`config.mk`:
```
export PLATFORM = sky130hd
export DESIGN_NAME = sld_segment_lcd
export DESIGN_NICKNAME = d
export VERILOG_FILES = /design/src/sld_segment_lcd.v
export VERILOG_INCLUDE_DIRS = /design/src
export SDC_FILE = /design/constraint.sdc
export NUM_CORES = 1
export LEC_CHECK = 0
export CAP_MARGIN = 25
export CORE_MARGIN = 5
export CORE_UTILIZATION = 64
export DETAILED_ROUTE_END_ITERATION = 8
export DONT_BUFFER_PORTS = 1
export GPL_TIMING_DRIVEN = 0
export PLACE_DENSITY = 0.84
export SETUP_SLACK_MARGIN = 0.3
export SKIP_LAST_GASP = 1
export SLEW_MARGIN = 20
export SYNTH_ARGS = -nofsm -noshare
export SYNTH_HDL_FRONTEND = slang
export SYNTH_SLANG_ARGS = --single-unit
```
`constraint.sdc`:
```
create_clock -name i_sys_clk -period 8.3 [get_ports i_sys_clk]
set_input_delay 0 -clock i_sys_clk [delete_from_list [all_inputs] [get_ports i_sys_clk]]
set_output_delay 0 -clock i_sys_clk [all_outputs]
set_load 0.005 [all_outputs]
```
`src/sld_regs.vh`:
```
`ifndef SLD_REGS_VH
`define SLD_REGS_VH

// register byte offsets on the apb bus
`define SLD_OFS_CTRL 12'h000
`define SLD_OFS_ADDR 12'h004
`define SLD_OFS_DATA 12'h008
`define SLD_OFS_SBPC 12'h00C

// display_control fields
`define SLD_CTRL_BIAS 7
`define SLD_CTRL_DUTY_HI 6
`define SLD_CTRL_DUTY_LO 5
`define SLD_CTRL_EN 4
`define SLD_CTRL_TYPE 2
`define SLD_CTRL_FRM_HI 1
`define SLD_CTRL_FRM_LO 0
`define SLD_CTRL_MASK 8'hF7

// display_ram_address and data buffer fields
`define SLD_ADDR_W 5
`define SLD_ADDR_MASK 8'h1F
`define SLD_DATA_MASK 8'h0F

// system_booster_pll_control fields
`define SLD_SBPC_BF_HI 2
`define SLD_SBPC_BF_LO 1

// reset values
`define SLD_CTRL_RST 8'h00
`define SLD_ADDR_RST 5'h00
`define SLD_SBPC_RST 8'h00
`define SLD_RAM_RST 4'h0

// geometry
`define SLD_NSEG 32
`define SLD_NCOM 4

// per-line counts in sub-clock ticks
`define SLD_L2_0 9'h100
`define SLD_L2_1 9'h118
`define SLD_L2_2 9'h130
`define SLD_L2_3 9'h0E8
`define SLD_L3_0 9'h0AC
`define SLD_L3_1 9'h0BC
`define SLD_L3_2 9'h0CC
`define SLD_L3_3 9'h09C
`define SLD_L4_0 9'h080
`define SLD_L4_1 9'h08C
`define SLD_L4_2 9'h098
`define SLD_L4_3 9'h074

// drive level codes: ground, first, second, top lcd level
`define SLD_LV0 2'h0
`define SLD_LV1 2'h1
`define SLD_LV2 2'h2
`define SLD_LV3 2'h3

// index of the last common scanned per duty
`define SLD_COM2 2'h1
`define SLD_COMMON_OUTPUT_3 2'h2
`define SLD_COM4 2'h3

`endif

```
`src/sld_segment_lcd.v`:
```
// Function
// - drive 32 segments and 4 commons
// - display runs in every power mode
// - all timing from sub-clock ticks only
// - control bit 7 selects half or third bias
// - bits 6..5 select half, third, quarter duty
// - bit 4 enables; disabled holds segment and common outputs ground
// - bit 2 selects A or B waveform
// - bits 1..0 select per-line count
// - address bits 7..5 read zero
// - address bits 4..0 pick segment 0..31
// - data bit n is dot on common n
// - booster clock sub-clock divided 1/4/8/16
//
// Design decisions made here: register access over APB and the address map.
`timescale 1ns/1ps
`include "sld_regs.vh"

module sld_segment_lcd (
  input wire i_sys_clk,
  input wire i_arst_n,
  input wire i_sub_clk,
  input wire i_psel,
  input wire i_penable,
  input wire i_pwrite,
  input wire [11:0] i_paddr,
  input wire [31:0] i_pwdata,
  output wire o_pready,
  output wire o_pslverr,
  output reg [31:0] o_prdata,
  output wire [63:0] o_seg_level,
  output wire [7:0] o_com_level,
  output reg o_booster_clk
);

////////////////////////////////////////////////////////////////////////////////
// reset release

reg rst_meta_n;
reg rst_n;

always @(posedge i_sys_clk or negedge i_arst_n) begin
  if (!i_arst_n) begin
    rst_meta_n <= 1'b0;
    rst_n <= 1'b0;
  end else begin
    rst_meta_n <= 1'b1;
    rst_n <= rst_meta_n;
  end
end

////////////////////////////////////////////////////////////////////////////////
// apb slave

reg [7:0] ctrl;
reg [`SLD_ADDR_W-1:0] ram_addr;
reg [7:0] sbpc;
reg [3:0] ram [0:`SLD_NSEG-1];

wire sel_ctrl = (i_paddr == `SLD_OFS_CTRL);
wire sel_addr = (i_paddr == `SLD_OFS_ADDR);
wire sel_data = (i_paddr == `SLD_OFS_DATA);
wire sel_sbpc = (i_paddr == `SLD_OFS_SBPC);
wire mapped = sel_ctrl | sel_addr | sel_data | sel_sbpc;
wire setup = i_psel & ~i_penable;
wire wr_en = i_psel & i_penable & i_pwrite & mapped;
wire wr_ctrl = wr_en & sel_ctrl;
wire wr_addr = wr_en & sel_addr;
wire wr_data = wr_en & sel_data;
wire wr_sbpc = wr_en & sel_sbpc;

// zero wait states; read data is fetched in the setup cycle so it comes from a flop
assign o_pready = 1'b1;
assign o_pslverr = i_psel & i_penable & ~mapped;

reg [31:0] next_prdata;

// read mux; the low byte carries the register, upper bits read zero
always @* begin
  next_prdata = 32'h0000_0000;
  case (i_paddr)
    `SLD_OFS_CTRL: begin
      next_prdata = {24'h000000, ctrl};
    end
    `SLD_OFS_ADDR: begin
      next_prdata = {27'h0000000, ram_addr};
    end
    `SLD_OFS_DATA: begin
      next_prdata = {28'h0000000, ram[ram_addr]};
    end
    `SLD_OFS_SBPC: begin
      next_prdata = {24'h000000, sbpc};
    end
    default: begin
      next_prdata = 32'h0000_0000;
    end
  endcase
end

always @(posedge i_sys_clk or negedge rst_n) begin
  if (!rst_n) begin
    o_prdata <= 32'h0000_0000;
  end else if (setup) begin
    o_prdata <= next_prdata;
  end
end

////////////////////////////////////////////////////////////////////////////////
// register writes

always @(posedge i_sys_clk or negedge rst_n) begin
  if (!rst_n) begin
    ctrl <= `SLD_CTRL_RST;
  end else if (wr_ctrl) begin
    ctrl <= i_pwdata[7:0] & `SLD_CTRL_MASK;
  end
end

always @(posedge i_sys_clk or negedge rst_n) begin
  if (!rst_n) begin
    ram_addr <= `SLD_ADDR_RST;
  end else if (wr_addr) begin
    ram_addr <= i_pwdata[`SLD_ADDR_W-1:0];
  end
end

// all eight bits are kept so software reads back what it wrote
always @(posedge i_sys_clk or negedge rst_n) begin
  if (!rst_n) begin
    sbpc <= `SLD_SBPC_RST;
  end else if (wr_sbpc) begin
    sbpc <= i_pwdata[7:0];
  end
end

// display ram: one nibble per segment
genvar gi;
generate
  for (gi = 0; gi < `SLD_NSEG; gi = gi + 1) begin : g_ram
    always @(posedge i_sys_clk or negedge rst_n) begin
      if (!rst_n) begin
        ram[gi] <= `SLD_RAM_RST;
      end else if (wr_data && ram_addr == gi) begin
        ram[gi] <= i_pwdata[3:0];
      end
    end
  end
endgenerate

////////////////////////////////////////////////////////////////////////////////
// sub-clock tick

// the pin is taken as synchronous; one flop gives the edge
reg sub_q;
wire sub_tick = i_sub_clk & ~sub_q;

always @(posedge i_sys_clk or negedge rst_n) begin
  if (!rst_n) begin
    sub_q <= 1'b0;
  end else begin
    sub_q <= i_sub_clk;
  end
end

////////////////////////////////////////////////////////////////////////////////
// booster clock

reg [3:0] boost_cnt;
wire [1:0] bf_sel = {sbpc[`SLD_SBPC_BF_HI], sbpc[`SLD_SBPC_BF_LO]};
reg next_booster_clk;

always @* begin
  case (bf_sel)
    2'h0: next_booster_clk = sub_q;
    2'h1: next_booster_clk = boost_cnt[1];
    2'h2: next_booster_clk = boost_cnt[2];
    default: next_booster_clk = boost_cnt[3];
  endcase
end

always @(posedge i_sys_clk or negedge rst_n) begin
  if (!rst_n) begin
    boost_cnt <= 4'h0;
    o_booster_clk <= 1'b0;
  end else begin
    if (sub_tick) begin
      boost_cnt <= boost_cnt + 4'h1;
    end
    o_booster_clk <= next_booster_clk;
  end
end

////////////////////////////////////////////////////////////////////////////////
// scan timing

wire bias_third = ctrl[`SLD_CTRL_BIAS];
wire enable = ctrl[`SLD_CTRL_EN];
wire type_b = ctrl[`SLD_CTRL_TYPE];
wire [1:0] duty = {ctrl[`SLD_CTRL_DUTY_HI], ctrl[`SLD_CTRL_DUTY_LO]};
wire [1:0] frm = {ctrl[`SLD_CTRL_FRM_HI], ctrl[`SLD_CTRL_FRM_LO]};

reg [1:0] last_com;
reg [8:0] line_len;

always @* begin
  case (duty)
    2'h0: last_com = `SLD_COM2;
    2'h1: last_com = `SLD_COMMON_OUTPUT_3;
    default: last_com = `SLD_COM4;
  endcase
end

reg [8:0] len_half;
reg [8:0] len_third;
reg [8:0] len_quarter;

// one table per duty keeps each frame rate near the same value
always @* begin
  case (frm)
    2'h0: len_half = `SLD_L2_0;
    2'h1: len_half = `SLD_L2_1;
    2'h2: len_half = `SLD_L2_2;
    default: len_half = `SLD_L2_3;
  endcase
end

always @* begin
  case (frm)
    2'h0: len_third = `SLD_L3_0;
    2'h1: len_third = `SLD_L3_1;
    2'h2: len_third = `SLD_L3_2;
    default: len_third = `SLD_L3_3;
  endcase
end

always @* begin
  case (frm)
    2'h0: len_quarter = `SLD_L4_0;
    2'h1: len_quarter = `SLD_L4_1;
    2'h2: len_quarter = `SLD_L4_2;
    default: len_quarter = `SLD_L4_3;
  endcase
end

always @* begin
  case (duty)
    2'h0: line_len = len_half;
    2'h1: line_len = len_third;
    default: line_len = len_quarter;
  endcase
end

reg [8:0] tick_cnt;
reg [1:0] com_idx;
reg frame_pol;

wire line_end = sub_tick && (tick_cnt >= line_len - 9'h001);
wire frame_end = line_end && (com_idx >= last_com);

// no power-mode input exists: the scan only stops when software clears enable
always @(posedge i_sys_clk or negedge rst_n) begin
  if (!rst_n) begin
    tick_cnt <= 9'h000;
    com_idx <= 2'h0;
    frame_pol <= 1'b0;
  end else if (!enable) begin
    tick_cnt <= 9'h000;
    com_idx <= 2'h0;
    frame_pol <= 1'b0;
  end else if (sub_tick) begin
    if (line_end) begin
      tick_cnt <= 9'h000;
      com_idx <= frame_end ? 2'h0 : com_idx + 2'h1;
      if (frame_end) begin
        frame_pol <= ~frame_pol;
      end
    end else begin
      tick_cnt <= tick_cnt + 9'h001;
    end
  end
end

// A type flips inside each line, B type flips once per frame
wire pol = type_b ? frame_pol : (tick_cnt >= {1'b0, line_len[8:1]});

////////////////////////////////////////////////////////////////////////////////
// output levels

reg [1:0] com_lv [0:`SLD_NCOM-1];
reg [1:0] seg_lv [0:`SLD_NSEG-1];

generate
  for (gi = 0; gi < `SLD_NCOM; gi = gi + 1) begin : g_com
    wire used = (gi <= last_com);
    wire on_line = (com_idx == gi);
    reg [1:0] next_lv;
    always @* begin
      if (!enable || !used) begin
        next_lv = `SLD_LV0;
      end else if (on_line) begin
        next_lv = pol ? `SLD_LV0 : `SLD_LV3;
      end else if (bias_third) begin
        next_lv = pol ? `SLD_LV2 : `SLD_LV1;
      end else begin
        next_lv = `SLD_LV1;
      end
    end
    always @(posedge i_sys_clk or negedge rst_n) begin
      if (!rst_n) begin
        com_lv[gi] <= `SLD_LV0;
      end else begin
        com_lv[gi] <= next_lv;
      end
    end
    assign o_com_level[2*gi+1:2*gi] = com_lv[gi];
  end
endgenerate

generate
  for (gi = 0; gi < `SLD_NSEG; gi = gi + 1) begin : g_seg
    wire dot_on = ram[gi][com_idx];
    reg [1:0] next_lv;
    always @* begin
      if (!enable) begin
        next_lv = `SLD_LV0;
      end else if (dot_on) begin
        next_lv = pol ? `SLD_LV3 : `SLD_LV0;
      end else if (bias_third) begin
        next_lv = pol ? `SLD_LV1 : `SLD_LV2;
      end else begin
        next_lv = pol ? `SLD_LV0 : `SLD_LV3;
      end
    end
    always @(posedge i_sys_clk or negedge rst_n) begin
      if (!rst_n) begin
        seg_lv[gi] <= `SLD_LV0;
      end else begin
        seg_lv[gi] <= next_lv;
      end
    end
    assign o_seg_level[2*gi+1:2*gi] = seg_lv[gi];
  end
endgenerate

endmodule // sld_segment_lcd

```
==> results of run 1 <==
==> power by group <==
group          switching [W]  internal (W)
registers           0.000142       0.00138
logic               0.000557      0.000377
clock network       0.000484      0.000823
==> cell type report <==
type	instances	area, um2
Inverter	17	68.8
Buffer	104	554
Tap cell	270	338
Sequential cell	248	6210
Clock inverter	10	200
Fill cell	1225	5490
Timing Repair Buffer	19	253
Multi-Input combinational cell	672	6230
Clock buffer	37	763
==> cell usage after synthesis, types with 16 or more instances <==
| cell type | n | area [um2] |
|---|---|---|
| mux4_2 | 60 | 1350 |
| ha_1 | 30 | 375 |
| o21ai_0 | 46 | 230 |
| mux2_2 | 168 | 1890 |
| a21oi_1 | 41 | 205 |
| inv_1 | 16 | 60.1 |
| dfrtp_1 | 248 | 6210 |
| nor2_1 | 44 | 165 |
| buf_4 | 28 | 210 |
| clkbuf_1 | 57 | 214 |
| nand2_1 | 34 | 128 |
| a311oi_1 | 32 | 280 |
==> sequential cells by signal, summed over array words and instances (netlist names) <==
name / count
boost_cnt: 4
com_idx: 2
ctrl: 7
frame_pol: 1
o_booster_clk: 1
o_com_level: 8
o_prdata: 8
o_seg_level: 64
ram: 128
ram_addr: 5
rst_meta_n: 1
rst_n: 1
sbpc: 8
sub_q: 1
tick_cnt: 9
==> per-stage QoR <==
stage	setup TNS, ns	util	cell area, um2	std cells	setup slack, ns
floorplan	0	-	13100	1041	0.877
global placement	-373.20	0.666	13400	1311	-1.54
detailed placement	0	0.672	13500	1315	4.00
CTS	0	0.727	14600	1377	3.88
global route	0	0.727	14600	1377	3.63
finish	0	0.727	14600	1377	3.88
==> kinds of logic after synthesis <==
group | after synthesis | synth area share
and+or+nand+nor | 164 | 0.0675
adders and majority gates | 30 | 0.0289
buffers and inverters | 121 | 0.0480
xor gates and xnor gates | 7 | 0.00473
other | 2 | 0.000579
muxes | 253 | 0.270
DFF | 248 | 0.478
AOI/OAI and AO/OA | 192 | 0.101
==> worst reg2reg max path, cell delays in order, from the launching register on <==
cell       delay [ns]
dfrtp_1          0.44
ha_1             0.30
or3_1            0.38
nand2_1          0.13
ha_1             0.26
a21o_1           0.17
a2111oi_2        0.73
inv_1            0.09
o31a_1           0.27
buf_6            0.15
ha_1             0.37
clkbuf_1         0.24
mux2_2           0.32
a311oi_1         0.40
==> repair_timing <==
item | 4_1_cts | 5_1_grt
hold buffers | 15 | 0
endpoints found under the setup margin | 0 | 0
endpoints found under the hold margin | 38 | 0
==> path summary, 6_finish.rpt <==
check,depth (start not counted),start,end,slack [ns]
min reg2reg,0,rst_n,sbpc[2],0.35
max,13,ctrl[0],o_seg_level[22],3.88
min,3,i_psel,o_prdata[1],0.04
min in group asynchronous,2,i_arst_n,rst_n,0.22
max reg2reg,13,ctrl[0],o_seg_level[22],3.88
max in group asynchronous,2,rst_n,ram[48],6.95
==> metal layers <==
metal / global-route usage / routed length, um
met1: 0.420 / 13400
met2: 0.483 / 17100
met3: 0.0710 / 3740
met4: 0.113 / 1380
met5: 0 / 0
==> impl_metrics.ini, run 1 <==
[run_status]
status = complete, no violations

[worst_setup_path]
cp_data_arrival_time_ns = 4.80
crit_buf_inv = 3
cp-end-kind = flip-flop
cpLargestDelayFamily = compound AO/OA/AOI/OAI gates
crit_slowest_cell = a2111oi_2
critPathLaunchType = flip-flop
cp_max_fo = 11
path_cells = ha_1 -> or3_1 -> nand2_1 -> ha_1 -> a21o_1 -> a2111oi_2 -> inv_1 -> o31a_1 -> buf_6 -> ha_1 -> clkbuf_1 -> mux2_2 -> a311oi_1
crit_path_frequent_cell = ha_1
critical_path_class = flip-flop to flip-flop
crit_required_ns = 8.68
crit_path_max_incr_delay_ns = 0.73

[sta]
hold_slack_ns = 0.0445
finalCritPeriodShare = 0.533
tightestPinTransition_ns = 0.898
fmax_ghz = 0.226
setup_violations = 0
fin_crit_ns = 4.42
skew_ns = 0.0150
slew_violations = 0
relSlewSlack = 0.401
hold_violations = 0
rsz0062_at_grt = no

[power_and_ir_drop]
finalPower_w = 0.00376
irDropWorstVdd_v = 0.000162
cellLeakagePower_nw = 6.55
cellPowerDensity_nw_per_um2 = 257

[global_route]
grt_pass1_wl_mm = 56.6
grt_max_degree = 60
antenna_found_initial = 0
overflow = 0
grt_pass1_vias = 9655
grt.total_usage = 0.306

[clock_tree]
cts_root_buf = clkbuf_16
clock_sinks = 248
cts_resized = 0
clkTransAtPathRegs_ns = 0.06
numCtsBuffers = 26
cts_tree = built
cts_htree_levels = 1
clockBufferDepth = 3
clk_latency_ns = 0.53
cts_setup_buffers = 0

[floorplanning]
die_h_um = 152
start_util = 0.645
rows = 52
die_area_um2 = 23200
coreArea_um2 = 20100
die_x_um = 152
ios = 157

[drt]
first_pass_iters = 5
vias = 9431
wl_per_cell_um = 25.9
drc = 0
ant_nets = 0
post_drt_via_cell_ratio = 6.85
wl_mm = 35.7
drt_iter0_drc = 871

[yosys]
synth_edf_count = 0
synth_cell_type_count = 60
syn_area_um2 = 13000
async_reset_ff_frac = 1.00
yosys_warnings = 0
yosysSeqAreaShare = 0.478
syn_avg_cell_area_um2 = 12.8
synth_flop_cell = dfrtp_1
ys_ff_latch = 248
netlist_instances = 1017

[final_layout]
antenna_cells = 0
drive_above_1_share = 0.314
layout_commonest_cell = dfrtp_1
final_cell_mix = 247 x dfrtp_1, 168 x mux2_2, 62 x clkbuf_1
area_growth_pct = 12.7
nets = 1168

[placed_design]
detailed_place_hpwl_mm = 25.0
place_congestion = 0.951
portBuffers = 0

[min_path]
hp-class = primary input to flip-flop

[job]
drv_cap = 0
(Power assumes the default switching activity.)
==> run 2: changes to the inputs <==
--- a/config.mk
+++ b/config.mk
@@ -8,11 +8,11 @@
 export LEC_CHECK = 0
 export CAP_MARGIN = 25
 export CORE_MARGIN = 5
-export CORE_UTILIZATION = 64
+export CORE_UTILIZATION = 58
 export DETAILED_ROUTE_END_ITERATION = 8
 export DONT_BUFFER_PORTS = 1
 export GPL_TIMING_DRIVEN = 0
-export PLACE_DENSITY = 0.84
+export PLACE_DENSITY = 0.8
 export SETUP_SLACK_MARGIN = 0.3
 export SKIP_LAST_GASP = 1
 export SLEW_MARGIN = 20
==> constraint.sdc (replaced) <==
create_clock -name i_sys_clk -period 3.85 [get_ports i_sys_clk]
set_input_delay 0 -clock i_sys_clk [delete_from_list [all_inputs] [get_ports i_sys_clk]]
set_output_delay 0 -clock i_sys_clk [all_outputs]
set_load 0.005 [all_outputs]
==> run 2 against run 1 <==
Effect of this change: final area is 3.1% higher; sequential share of layout area is 1.3 points lower; via count is 0.27% higher; first-iteration DRC count is 22% higher; setup slack worse by 3.5 ns; routed wire length is 0.48% higher; global-route usage is 3.4 points lower; clock power is 120% higher; utilization is 3.8 points lower; largest power group unchanged.
==> impl_metrics.ini, run 2 (same netlist as run 1, synthesis figures left out) <==
[power_and_ir_drop]
irDropWorstVdd_v = 0.000310
finalPower_w = 0.00840
cellPowerDensity_nw_per_um2 = 557
switchingPower_w = 0.00270
p_sw_frac = 0.322
power_frac_seq = 0.391
pwr-share-comb = 0.274
cellLeakagePower_nw = 6.69
clock_power_share = 0.335
p_int_w = 0.00569

[run_status]
status = complete, no violations

[sta]
tightestPinTransition_ns = 0.939
skew_ns = 0.00760
rsz0062_at_grt = yes
slew_violations = 0
hold_violations = 0
fin_crit_ns = 3.50
fmax_ghz = 0.286
setup_ws_ns = 0.347
finalCritPeriodShare = 0.910
setup_violations = 0
relSlewSlack = 0.374

[final_layout]
layout_commonest_cell = dfrtp_1
final_cell_mix = 245 x dfrtp_1, 167 x mux2_2, 60 x mux4_2
fin_area_um2 = 15100
area_growth_pct = 16.2
nets = 1184
regMostFlops = ram
fillers = 1455
largest_reg_flops = 128
drive_above_1_share = 0.365

[drt]
vias = 9456
drt_iter0_drc = 1066
ant_nets = 0
wl_mm = 35.8
drc = 0
post_drt_via_cell_ratio = 6.73
first_pass_iters = 5
wl_per_cell_um = 25.5

[placed_design]
place_congestion = 0.955
portBuffers = 0
place_ws_ns = -0.347
detailed_place_hpwl_mm = 24.9
placed_area_um2 = 13500

[global_route]
grt_pass1_wl_mm = 55.6
grt_max_degree = 58
antenna_found_initial = 1
grt_pass1_vias = 9571
grt.total_usage = 0.271
overflow = 0

[worst_setup_path]
crit_path_frequent_cell = buf_6
crit_buf_inv = 3
crit_slowest_cell = dfrtp_1
crit_path_max_incr_delay_ns = 0.36
cpLargestDelayFamily = compound AO/OA/AOI/OAI gates
path_cells = buf_4 -> nand2b_2 -> mux2i_2 -> ha_1 -> and4b_1 -> and3_1 -> a22o_1 -> o31a_1 -> buf_6 -> ha_4 -> buf_6 -> mux2_4 -> a311oi_4
crit_required_ns = 4.27
cp-end-kind = flip-flop
critical_path_class = flip-flop to flip-flop
critPathLaunchType = flip-flop
cp_data_arrival_time_ns = 3.92
cp_max_fo = 10

[floorplanning]
start_util = 0.592
die_x_um = 160
die_h_um = 160
ios = 157
coreArea_um2 = 21900
die_area_um2 = 25500
rows = 54

[clock_tree]
numCtsBuffers = 26
cts_tree = built
clk_latency_ns = 0.54
clockBufferDepth = 3
cts_htree_levels = 1
cts_root_buf = clkbuf_16
clkTransAtPathRegs_ns = 0.07
clock_sinks = 248

[job]
drv_cap = 0

[min_path]
hp-class = primary input to flip-flop
run 2: changes by cell type in the layout (fill, tap and decap cells not counted), sizes merged:
cell,delta
buf,+19
clkbuf,-12
clkinvlp,+5
clkinv,+4
diode,+1
inv,+1
run 2: worst paths after layout:
kind                                 from               to  slack, ns  cells after the start
max in group asynchronous           rst_n  o_seg_level[56]       2.65                      2
worst min-delay path            i_sub_clk            sub_q       0.03                      1
worst max-delay path              ctrl[6]  o_seg_level[14]       0.35                     13
worst min register to register      rst_n      o_prdata[4]       0.31                      0
min in group asynchronous        i_arst_n            rst_n       0.22                      2
worst max register to register    ctrl[6]  o_seg_level[14]       0.35                     13
run 2: cell type report:
class | instances | area (um2) | area share
Timing Repair Buffer | 35 | 395 | 0.0262
Tap cell | 280 | 350 | 0.0232
Antenna cell | 1 | 2.50 | 0.000166
Inverter | 17 | 68.8 | 0.00457
Clock inverter | 20 | 285 | 0.0189
Sequential cell | 248 | 6210 | 0.412
Clock buffer | 28 | 689 | 0.0457
Buffer | 104 | 606 | 0.0402
Multi-Input combinational cell | 672 | 6460 | 0.429
run 2: power groups by stage:
stage / registers [W] / clock network (W) / logic (W)
after floorplan: 0.00324 / 0 / 0.00144
after global placement: 0.00335 / 0 / 0.00182
after detailed placement: 0.00332 / 0 / 0.00194
after CTS: 0.00328 / 0.00285 / 0.00212
after global routing: 0.00331 / 0.00296 / 0.00247
final: 0.00328 / 0.00282 / 0.00230
run 2: timing repair:
| action | 4_1_cts | 5_1_grt |
|---|---|---|
| hold buffers | 15 | 0 |
| gates resized for setup | 44 | 30 |
| hold endpoints to repair | 37 | 0 |
| buffers inserted | 5 | 9 |
| pin swaps | 4 | 15 |
| cloned | 0 | 1 |
| endpoints found under the setup margin | 72 | 76 |
run 2: worst reg2reg max path: stages (launching register included):
cell and delay (ns):
dfrtp_1 0.36, buf_4 0.17, nand2b_2 0.26, mux2i_2 0.28, ha_1 0.28, and4b_1 0.23, and3_1 0.19, a22o_1 0.20
o31a_1 0.29, buf_6 0.14, ha_4 0.24, buf_6 0.14, mux2_4 0.28, a311oi_4 0.33
run 2: metal layers:
layer	vias to the layer above	wire length [um]	track usage
li1	3954	-	-
met1	4815	14000	0.371
met2	588	17100	0.429
met3	99	3520	0.0707
met4	0	1240	0.0869
met5	-	0	0
run 2: per-stage QoR:
stage	std cells	setup TNS, ns	utilization	hold WS (ns)
4_1_cts	1394	0	0.680	0.00521
3_5_place_dp	1326	-7.81	0.619	-0.296
5_1_grt	1404	0	0.689	0.0268
2_1_floorplan	1041	0	-	-0.296
3_3_place_gp	1321	-4.44	0.613	-0.296
6_report	1405	0	0.689	0.0289
